## config.mk

```make
export PLATFORM = sky130hd
export DESIGN_NAME = spsi_motor_sense
export DESIGN_NICKNAME = d
export VERILOG_FILES = /design/src/spsi_pkg.sv /design/src/spsi_motor_sense.sv
export VERILOG_INCLUDE_DIRS = /design/src
export SDC_FILE = /design/constraint.sdc
export NUM_CORES = 1
export LEC_CHECK = 0
export BUFFER_PORTS_ARGS = -buffer_cell sky130_fd_sc_hd__buf_2
export CORE_ASPECT_RATIO = 1.4
export CORE_MARGIN = 10
export CORE_UTILIZATION = 39
export DETAILED_ROUTE_END_ITERATION = 6
export GPL_TIMING_DRIVEN = 0
export SYNTH_ARGS = -nofsm -noshare
export SYNTH_HDL_FRONTEND = slang
export SYNTH_SLANG_ARGS = --single-unit
```

## constraint.sdc

```tcl
create_clock -name pclk -period 11.1 [get_ports pclk]
set_input_delay 0 -clock pclk [delete_from_list [all_inputs] [get_ports pclk]]
set_output_delay 0 -clock pclk [all_outputs]
set_load 0.1 [all_outputs]
```

## src/spsi_defs.svh

```systemverilog
//
// What this block does
// - full-step moves get maximum current for the first n (0-7) steps
// - hold timeout counts full-step times, 1-31; software never programs zero
// - pwm frequency is the crystal clock divided by 256 times n
// - a divider setting of zero behaves as 256
// - pwm duty is never below n/64; n resets to zero
// - sense one polarity bit picks low-true (0) or high-true (1)
// - sense one level mode: state bit follows the asserted input directly
// - sense one edge mode: state bit latches until the status is read
// - sense one stop bit clear: command register untouched by the input
// - sense one stop bit set: assertion clears the command register
// - sense two polarity bit picks low-true (0) or high-true (1)
// - sense two has the same level and edge state-bit modes
// - sense two stop bit clear: scan stops after step-counter steps, advance excluded
// - step counter zero with auto stop: scan runs until command written zero
// - sense two stop bit set: assertion stops scan or forward after counted steps
// - sense two never stops a rapid reverse move
`ifndef SPSI_DEFS_SVH
`define SPSI_DEFS_SVH

// ---------------------------------------------------------------
// register indices (byte address is four times the index)
// ---------------------------------------------------------------
`define SPSI_IDX_CMD      8'h07
`define SPSI_IDX_STEP_LO  8'h4c
`define SPSI_IDX_STEP_HI  8'h4d
`define SPSI_IDX_KICK     8'h54
`define SPSI_IDX_HOLD     8'h55
`define SPSI_IDX_PWM_DIV  8'h56
`define SPSI_IDX_PWM_DUTY 8'h57
`define SPSI_IDX_SENSE    8'h58
`define SPSI_IDX_STATUS   8'h60
`define SPSI_IDX_INT_ST   8'h61
`define SPSI_IDX_INT_MASK 8'h62

// ---------------------------------------------------------------
// field positions
// ---------------------------------------------------------------
`define SPSI_CMD_SCAN    0
`define SPSI_CMD_FWD     1
`define SPSI_CMD_REV     2
`define SPSI_SNS_POL1    0
`define SPSI_SNS_EDGE1   1
`define SPSI_SNS_STOP1   2
`define SPSI_SNS_POL2    3
`define SPSI_SNS_EDGE2   4
`define SPSI_SNS_STOP2   5
`define SPSI_EV_SENSE1   0
`define SPSI_EV_SENSE2   1
`define SPSI_EV_STOPPED  2

// ---------------------------------------------------------------
// reset values and constants
// ---------------------------------------------------------------
`define SPSI_RST_HOLD    5'h01
`define SPSI_RST_DIV     8'h01
`define SPSI_RST_DUTY    6'h00
`define SPSI_RST_KICK    3'h0
`define SPSI_RST_SENSE   6'h00
`define SPSI_RST_SYNC    2'b11
`define SPSI_KICK_MAX    3'h7
`define SPSI_DIV_ZERO    9'h100

`endif

```

## src/spsi_pkg.sv

```systemverilog
package spsi_pkg;

  typedef struct packed {
    logic [1:0]  sync1;
    logic [1:0]  sync2;
    logic        prev1;
    logic        prev2;
    logic        st1;
    logic        st2;
    logic [2:0]  kick;
    logic [4:0]  hold_tmo;
    logic [7:0]  div;
    logic [5:0]  duty_min;
    logic [5:0]  sense_cfg;
    logic [2:0]  cmd;
    logic [15:0] step_cnt;
    logic [15:0] steps_taken;
    logic        armed2;
    logic [2:0]  kick_cnt;
    logic [4:0]  idle_cnt;
    logic [8:0]  presc;
    logic [7:0]  phase;
    logic        pwm;
    logic        full_cur;
    logic        hold_cur;
    logic [2:0]  int_st;
    logic [2:0]  int_mask;
    logic        irq;
    logic [31:0] prdata;
    logic        pready;
    logic        pslverr;
  } spsi_state_t;

endpackage

```

## src/spsi_motor_sense.sv

```systemverilog
// Local design decision: register access over APB.
`timescale 1ns/1ps
`include "spsi_defs.svh"

module spsi_motor_sense (
  // clock and reset
  input  wire logic        pclk,
  input  wire logic        presetn,
  // apb slave
  input  wire logic        psel,
  input  wire logic        penable,
  input  wire logic        pwrite,
  input  wire logic [11:0] paddr,
  input  wire logic [31:0] pwdata,
  output logic      [31:0] prdata,
  output logic             pready,
  output logic             pslverr,
  // sensors and step sequencer
  input  wire logic        sense_input_one,
  input  wire logic        sense_input_two,
  input  wire logic        full_step,
  input  wire logic        step_time_tick,
  input  wire logic        initial_rapid_advance,
  input  wire logic [5:0]  duty_request,
  // motor drive and command
  output logic             pwm_out,
  output logic             full_current,
  output logic             hold_current,
  output logic             scan_active,
  output logic             rapid_forward,
  output logic             rapid_reverse,
  output logic             irq
);

  spsi_pkg::spsi_state_t s;
  spsi_pkg::spsi_state_t next_s;

  logic       asrt1;
  logic       asrt2;
  logic       rise1;
  logic       rise2;
  logic       setup;
  logic       wr;
  logic       rd;
  logic [7:0] idx;
  logic       stop_one;
  logic       stop_two;
  logic       counting;
  logic [8:0] presc_last;
  logic [5:0] duty_eff;

  // ---------------------------------------------------------------
  // combinational helpers
  // ---------------------------------------------------------------
  always_comb begin
    idx   = paddr[9:2];
    setup = psel & ~penable;
    wr    = psel & penable & s.pready & pwrite;
    rd    = psel & penable & s.pready & ~pwrite;
    // polarity applied only to the second synchroniser stage
    asrt1 = s.sync1[1] ~^ s.sense_cfg[`SPSI_SNS_POL1];
    asrt2 = s.sync2[1] ~^ s.sense_cfg[`SPSI_SNS_POL2];
    rise1 = asrt1 & ~s.prev1;
    rise2 = asrt2 & ~s.prev2;
    stop_one = rise1 & s.sense_cfg[`SPSI_SNS_STOP1];
    // advance steps are not part of the counted distance
    counting = full_step & ~initial_rapid_advance &
               (s.cmd[`SPSI_CMD_SCAN] | s.cmd[`SPSI_CMD_FWD]);
    stop_two = 1'b0;
    if (s.step_cnt != 16'h0000) begin
      if (!s.sense_cfg[`SPSI_SNS_STOP2]) begin
        // auto stop applies to scans only
        stop_two = s.cmd[`SPSI_CMD_SCAN] & counting &
                   (s.steps_taken + 16'h0001 >= s.step_cnt);
      end else begin
        stop_two = s.armed2 & counting &
                   (s.steps_taken + 16'h0001 >= s.step_cnt);
      end
    end else if (s.sense_cfg[`SPSI_SNS_STOP2]) begin
      stop_two = rise2 & (s.cmd[`SPSI_CMD_SCAN] | s.cmd[`SPSI_CMD_FWD]);
    end
    presc_last = ((s.div == 8'h00) ? `SPSI_DIV_ZERO : {1'b0, s.div}) - 9'h001;
    duty_eff   = (duty_request > s.duty_min) ? duty_request : s.duty_min;
  end

  // ---------------------------------------------------------------
  // next state
  // ---------------------------------------------------------------
  always_comb begin
    next_s = s;
    next_s.sync1 = {s.sync1[0], sense_input_one};
    next_s.sync2 = {s.sync2[0], sense_input_two};
    next_s.prev1 = asrt1;
    next_s.prev2 = asrt2;

    // apb answer: one wait-free access phase after every setup
    next_s.pready  = setup;
    next_s.pslverr = 1'b0;
    if (setup) begin
      next_s.prdata = 32'h0000_0000;
      case (idx)
        `SPSI_IDX_CMD:      next_s.prdata[2:0]  = s.cmd;
        `SPSI_IDX_STEP_LO:  next_s.prdata[7:0]  = s.step_cnt[7:0];
        `SPSI_IDX_STEP_HI:  next_s.prdata[7:0]  = s.step_cnt[15:8];
        `SPSI_IDX_KICK:     next_s.prdata[2:0]  = s.kick;
        `SPSI_IDX_HOLD:     next_s.prdata[7:3]  = s.hold_tmo;
        `SPSI_IDX_PWM_DIV:  next_s.prdata[7:0]  = s.div;
        `SPSI_IDX_PWM_DUTY: next_s.prdata[5:0]  = s.duty_min;
        `SPSI_IDX_SENSE:    next_s.prdata[5:0]  = s.sense_cfg;
        `SPSI_IDX_STATUS:   next_s.prdata[1:0]  = {s.st2, s.st1};
        `SPSI_IDX_INT_ST:   next_s.prdata[2:0]  = s.int_st;
        `SPSI_IDX_INT_MASK: next_s.prdata[2:0]  = s.int_mask;
        default:            next_s.pslverr      = 1'b1;
      endcase
    end

    // state bits: a status read clears edge latches, a new assertion wins
    if (s.sense_cfg[`SPSI_SNS_EDGE1]) begin
      next_s.st1 = (s.st1 & ~(rd && idx == `SPSI_IDX_STATUS)) | asrt1;
    end else begin
      next_s.st1 = asrt1;
    end
    if (s.sense_cfg[`SPSI_SNS_EDGE2]) begin
      next_s.st2 = (s.st2 & ~(rd && idx == `SPSI_IDX_STATUS)) | asrt2;
    end else begin
      next_s.st2 = asrt2;
    end

    // register writes
    if (wr) begin
      case (idx)
        `SPSI_IDX_CMD:      next_s.cmd       = pwdata[2:0];
        `SPSI_IDX_STEP_LO:  next_s.step_cnt[7:0]  = pwdata[7:0];
        `SPSI_IDX_STEP_HI:  next_s.step_cnt[15:8] = pwdata[7:0];
        `SPSI_IDX_KICK:     next_s.kick      = pwdata[2:0];
        `SPSI_IDX_HOLD:     next_s.hold_tmo  = pwdata[7:3];
        `SPSI_IDX_PWM_DIV:  next_s.div       = pwdata[7:0];
        `SPSI_IDX_PWM_DUTY: next_s.duty_min  = pwdata[5:0];
        `SPSI_IDX_SENSE:    next_s.sense_cfg = pwdata[5:0];
        `SPSI_IDX_INT_ST:   next_s.int_st    = s.int_st & ~pwdata[2:0];
        `SPSI_IDX_INT_MASK: next_s.int_mask  = pwdata[2:0];
        default:            next_s.cmd       = s.cmd;
      endcase
    end

    // step accounting for the current move
    if (s.cmd == 3'b000) begin
      next_s.steps_taken = 16'h0000;
      next_s.armed2      = 1'b0;
    end else if (counting && (!s.sense_cfg[`SPSI_SNS_STOP2] || s.armed2)) begin
      next_s.steps_taken = s.steps_taken + 16'h0001;
    end
    if (rise2 && s.sense_cfg[`SPSI_SNS_STOP2] && s.cmd != 3'b000 && !s.armed2) begin
      next_s.armed2      = 1'b1;
      next_s.steps_taken = 16'h0000;
    end

    // hardware stops win over a same-cycle software write
    if (stop_one) begin
      next_s.cmd = 3'b000;
    end else if (stop_two) begin
      // a reverse move is never stopped by sense two
      next_s.cmd = s.cmd & 3'b100;
    end
    // without its stop bit, sense one leaves the command alone

    // kickstart and hold-current timing
    if (s.cmd == 3'b000) begin
      next_s.kick_cnt = 3'h0;
    end else if (full_step && s.kick_cnt != `SPSI_KICK_MAX) begin
      next_s.kick_cnt = s.kick_cnt + 3'h1;
    end
    next_s.full_cur = (next_s.cmd != 3'b000) && (next_s.kick_cnt < next_s.kick);
    if (full_step) begin
      next_s.idle_cnt = 5'h00;
    end else if (step_time_tick && s.idle_cnt < s.hold_tmo) begin
      next_s.idle_cnt = s.idle_cnt + 5'h01;
    end
    next_s.hold_cur = (s.hold_tmo != 5'h00) && (next_s.idle_cnt >= s.hold_tmo);

    // pwm: period is 256 phase steps of (n or 256) crystal cycles
    if (s.presc >= presc_last) begin
      next_s.presc = 9'h000;
      next_s.phase = s.phase + 8'h01;
    end else begin
      next_s.presc = s.presc + 9'h001;
    end
    // full current overrides the duty request during kickstart
    next_s.pwm = s.full_cur | (next_s.phase[7:2] < duty_eff);

    // interrupts: set wins over clear
    if (rise1) next_s.int_st[`SPSI_EV_SENSE1] = 1'b1;
    if (rise2) next_s.int_st[`SPSI_EV_SENSE2] = 1'b1;
    if ((stop_one || stop_two) && s.cmd != 3'b000 && (next_s.cmd != s.cmd)) begin
      next_s.int_st[`SPSI_EV_STOPPED] = 1'b1;
    end
    next_s.irq = |(next_s.int_st & next_s.int_mask);
  end

  // ---------------------------------------------------------------
  // state register
  // ---------------------------------------------------------------
  always_ff @(posedge pclk or negedge presetn) begin
    if (!presetn) begin
      s           <= '0;
      // idle high: with the default low-true polarity no false edge follows reset
      s.sync1     <= `SPSI_RST_SYNC;
      s.sync2     <= `SPSI_RST_SYNC;
      s.hold_tmo  <= `SPSI_RST_HOLD;
      s.div       <= `SPSI_RST_DIV;
      s.duty_min  <= `SPSI_RST_DUTY;
      s.kick      <= `SPSI_RST_KICK;
      s.sense_cfg <= `SPSI_RST_SENSE;
    end else begin
      s <= next_s;
    end
  end

  assign prdata        = s.prdata;
  assign pready        = s.pready;
  assign pslverr       = s.pslverr;
  assign pwm_out       = s.pwm;
  assign full_current  = s.full_cur;
  assign hold_current  = s.hold_cur;
  assign scan_active   = s.cmd[`SPSI_CMD_SCAN];
  assign rapid_forward = s.cmd[`SPSI_CMD_FWD];
  assign rapid_reverse = s.cmd[`SPSI_CMD_REV];
  assign irq           = s.irq;
endmodule

```

* After elaboration in Yosys (flattened, before gate mapping)
Index checks and enable logic that the tools add are counted.
** Word-level totals
- Bits of input ports :: 60
- Output and inout bits :: 41
- Word-level logic and storage cells :: 159
- Flip-flop bits (word level) :: 117
** Operators by class
- $add $sub $neg :: 6
- Bitwise gates (word level) :: 32
- Muxes and demuxes :: 40
- Reduce and logical (&&, ||, !) cells :: 31
- Order comparisons :: 7
- Eq/ne operators :: 13
** Operators with widths (number)
- $eq 8x7->1 const B :: 10
- $mux 47 :: 1
- $mux 16 :: 2
- $mux 8 :: 4
- $mux 3 :: 8
- $mux 6 :: 4
- $pmux 2 s10 :: 1
- $mux 9 :: 2
- $pmux 3 s6 :: 1
- $and 1x1->1 :: 17
- $mux 17 :: 1
- $add 16x1->16 const B :: 1
- $ge 16x16->1 :: 1
- $reduce_bool 16->1 :: 1
- $mux 5 :: 3
- $reduce_and 2->1 :: 6
- $logic_and 1x1->1 :: 11
- $mux 1 :: 11
- $reduce_or 11->1 :: 1
- $add 9x1->9 const B :: 1
- $ge 9x9->1 :: 1
- $pmux 1 s9 :: 1
- $reduce_bool 3->1 :: 3
- $sub 9x1->9 const B :: 1
- other kinds (24) :: 36

* Logic depth before layout (Yosys ltp)
- Depth in word-level cells :: 14
- Gate-level depth with buffers :: 21
- Gate-level depth less buffers :: 20

* Least setup slack after synthesis
OpenSTA, ideal clock, no wires.
- Path type :: register to register
- Start :: reg s[117] in the netlist's numbering
- End :: reg s (netlist bit pwm_out)
- Required time :: 11005 ps
- Path slack :: 7364 ps
- Setup time :: 95 ps
- Period minus slack after synthesis :: 3736 ps
- Buffers on the path :: 1
- Data arrival time :: 3640 ps
- Stages on the path, launching flop included :: 22
- Cells stage by stage :: dfstp_2 > inv_1 > ha_1 > a32oi_1 > nor2_1 > nand2_1 > xor2_1 > ha_1 > a21o_1 > a2111oi_0 > o211ai_1 > and2_1 > clkbuf_1 > nand3_1 > xnor2_1 > ha_1 > a21o_1 > a21oi_1 > o21ai_0 > nor2_1 > nor2_1 > o31ai_1
** RTL lines
- start, declared :: RTL line spsi_motor_sense.sv:35 : spsi_pkg::spsi_state_t s;
- start signal, assigned :: RTL line spsi_motor_sense.sv:215 : s <= next_s;

==> results.py <==
metrics = {
    "route": {
        "dr.pass1.iters": 5,
        "drt_wl_total_um": 17240,
        "drtAntennaViolNets": 0,
        "drt-initial-drc-count": 337,
        "wl_per_cell_um": 16.04,
        "route.vias.total": 5459,
        "drc": 0,
        "viasPerCell": 5.078,
    },
    "synth": {
        "synthMuxAreaShare": 0.04795,
        "synth_xor_area_frac": 0.04885,
        "syn_area_sq_um": 6993,
        "synth_top_area_frac": 0.3972,
        "synth_top_area_cell": "dfrtp_1",
        "seq_area_frac_synth": 0.4198,
        "synth_compound_area_frac": 0.1453,
        "synth-adder-area-share": 0.09662,
        "synth_top_family_by_area": "simple AND/OR/NAND/NOR gates",
        "synth_edf_count": 0,
        "synth_cell_types": 63,
        "synth_area_leaders": "dfrtp_1, ha_1, o21ai_0, buf_4, nand2_1",
        "synth_async_sr_flop_share": 1.000,
        "synth-seq-cells": 117,
        "synthFlopType": "dfrtp_1",
        "synth_simple_gate_area_frac": 0.1712,
        "syn-mean-instance-area_sq_um": 9.593,
        "synthCells": 729,
        "synth_warnings": 0,
    },
    "worst_setup_path": {
        "start_kind": "flop",
        "critical_path_arrival_ns": 4.52,
        "max_stage_delay_ns": 0.55,
        "crit_top_cell": "ha_1",
        "crit_type": "flop to flop",
        "worst_setup_path_end_kind": "flop",
        "cp_max_fo": 7,
        "slowest_stage": "dfstp_2",
        "cp.required_ns": 11.43,
        "crit_chain": "inv_1, ha_1, a32oi_1, nor2_1, nand2_1, xor2_1, ha_1, a21o_1, a2111oi_0, o211ai_1, and2_1, clkbuf_1, nand3_1, xnor2_1, ha_1, a21o_1, a21oi_1, o21ai_0, o31ai_1",
    },
    "power": {
        "power_frac_comb": 0.151,
        "p_leak_nw": 4.150,
        "ir_drop_v": 0.00009933,
        "pwr-share-seq": 0.394,
        "pwr_density_cell_nw_per_um2": 144.6,
        "power_mw": 1.203,
        "p_int_mw": 0.8675,
        "pwr-share-clk": 0.455,
        "netSwitchingPower_mw": 0.3351,
        "swShare": 0.2787,
    },
    "layout": {
        "nets": 940,
        "area_growth_pct": 18.91,
        "num_antenna_cells": 0,
        "seqCellArea_sq_um": 2935,
        "multi_input_area_sq_um": 3660,
        "drive_gt1_frac": 0.1800,
        "final_cells": 1075,
        "fill_cells": 1697,
    },
    "sta": {
        "whs_ns": 0.03804,
        "timing.final.crit_share": 0.3783,
        "fmax_mhz": 238.1,
        "clock_skew_ns": 0.008941,
        "setup_viol": 0,
        "slew_violations": 0,
        "finalSetupTns_ns": 0,
        "rsz0062_at_grt": "false",
        "hold_viol": 0,
        "maxSlewHeadroom": 0.3209,
        "tightest_slew_ns": 1.013,
        "period_needed_ns": 4.200,
    },
    "clock_network": {
        "cts_hold_buf": 10,
        "ctsLongestPathBuffers": 2,
        "clk_pin_slew_worst_paths_ns": 0.05,
        "numCtsBuffers": 17,
        "cts_tree": "yes",
        "htreeDepth": 4,
        "post_cts_buffers": 0,
        "root_buffer": "clkbuf_16",
        "cts_resized": 0,
        "numClockSinks": 117,
        "insertion_delay_ns": 0.42,
    },
    "grt": {
        "grt_pass1_vias": 5377,
        "grt_pass1_wl_um": 27650,
        "antenna_found_initial": 0,
        "overflow": 0,
        "grt_usage": 0.1471,
        "grt_max_degree": 75,
    },
    "min_path": {
        "hold_path.class": "input pin to flop",
    },
    "placement": {
        "hpwl_um": 13460,
        "gpl.final_weighted_congestion": 0.8259,
        "dp.cells": 1033,
        "portBuffers": 44,
    },
    "die": {
        "rows": 57,
        "initial_core_util": 0.4002,
        "dieArea_sq_um": 23760,
        "coreArea_sq_um": 17470,
        "die_h_um": 178.4,
        "die-width_um": 133.2,
        "pin_count": 101,
    },
    "run": {
        "timing.max_cap.violations": 0,
    },
    "outcome": {
        "status": "finished, final reports clean",
    },
}
flip-flops by register name, indices dropped and copies added (netlist names):
signal and count:
s 98, prdata 8, next_s 2, full_current 1, hold_current 1, irq 1, pready 1, pslverr 1
pwm_out 1, rapid_forward 1, rapid_reverse 1, scan_active 1
path summary, 6_finish.rpt:
check	end	slack [ns]	depth (start not counted)	startpoint
hold / removal	s[134]$_DFF_PN0_	0.04	4	pwrite
min in group asynchronous	s[81]$_DFFE_PN0P_	0.07	2	presetn
max in group asynchronous	s[117]$_DFFE_PN1P_	10.30	3	presetn
setup / recovery	pwm_out$_DFF_PN0_	6.90	19	s[117]$_DFFE_PN1P_
hold reg to reg	s[138]$_DFF_PN1_	0.35	0	next_s[138]$_DFF_PN1_
setup reg to reg	pwm_out$_DFF_PN0_	6.90	19	s[117]$_DFFE_PN1P_
critical path: cells and delay by family, from the launching register on:
family / cells / cell delay [ns]
xor+xnor: 2 / 0.31
flops: 1 / 0.55
buf+inv: 2 / 0.25
compound gates: 8 / 1.70
simple gates: 4 / 0.52
fa+ha+maj: 3 / 0.78
cells in the final DEF, fill, tap and decap left out, drive strengths merged, types with 8 or more instances in the layout:
cell and n:
nor4 9, dlygate4sd3 10, nand4 10, mux2 20, conb 25, dfrtp 111, a21oi 29, buf 81
nand3 23, and2 8, a22oi 13, nand2 65, xor2 18, xnor2 21, nand2b 14, nor2 58
nor3 11, a22o 13, mux2i 11, clkbuf 40, o21ai 57, nor2b 11, a21o 10, inv 40
ha 54
power groups by stage:
stage	registers [mW]	logic (mW)	clock network [mW]
after floorplan	0.478	0.134	0
after global placement	0.481	0.177	0
after detailed placement	0.481	0.180	0
after CTS	0.474	0.183	0.556
after global routing	0.479	0.202	0.577
final	0.474	0.182	0.547
cells in the mapped netlist, types with 4 or more instances:
| library cell | number |
|---|---|
| o31ai_1 | 5 |
| and3_1 | 6 |
| a21o_1 | 9 |
| nand3_1 | 22 |
| a21oi_1 | 29 |
| buf_4 | 33 |
| dfstp_2 | 6 |
| nor3_1 | 10 |
| nor2b_1 | 11 |
| nor2_1 | 57 |
| nand4_1 | 9 |
| mux2i_1 | 11 |
| xor2_1 | 18 |
| mux2_2 | 20 |
| a31oi_1 | 6 |
| o211ai_1 | 4 |
| nand2_1 | 65 |
| ha_1 | 54 |
| and2_1 | 8 |
| nor4_1 | 8 |
| dfrtp_1 | 111 |
| nand2b_1 | 13 |
| clkbuf_1 | 18 |
| inv_1 | 40 |
| xnor2_1 | 21 |
| a222oi_1 | 5 |
| a22o_1 | 13 |
| a22oi_1 | 13 |
| o21ai_0 | 55 |
per-stage QoR:
step | setup WS, ns | util | cell area, sq um
floorplan | 7.364 | - | 7079
global placement | 6.970 | 0.4347 | 7595
detailed placement | 6.916 | 0.4366 | 7629
CTS | 6.903 | 0.4759 | 8315
global route | 6.473 | 0.4759 | 8315
finish | 6.900 | 0.4759 | 8315
cell type report:
cell class / instances / area share
timing repair buffer: 55 / 0.04258
tap: 236 / 0.03551
inverter: 41 / 0.01851
buffer: 54 / 0.03972
clock inverter: 10 / 0.01595
multi-input combinational: 540 / 0.4401
clock buffer: 22 / 0.05462
sequential: 117 / 0.3530
routing by layer:
metal,up-vias,track usage,part of all wire
li1,2736,-,-
met1,2594,0.1573,0.40
met5,-,0,0
met2,105,0.2729,0.54
met4,0,0.05773,0.022
met3,24,0.03491,0.037
logic make-up (layout without fill, tap and decap cells):
group / Yosys count / count (layout)
DFF: 117 / 117
xor gates and xnor gates: 39 / 39
AOI/OAI and AO/OA: 159 / 159
and+or+nand+nor: 232 / 232
muxes: 31 / 31
other: 2 / 25
adders and majority gates: 54 / 54
buffers and inverters: 95 / 182
Note: power is estimated with default switching activity, not from simulation.
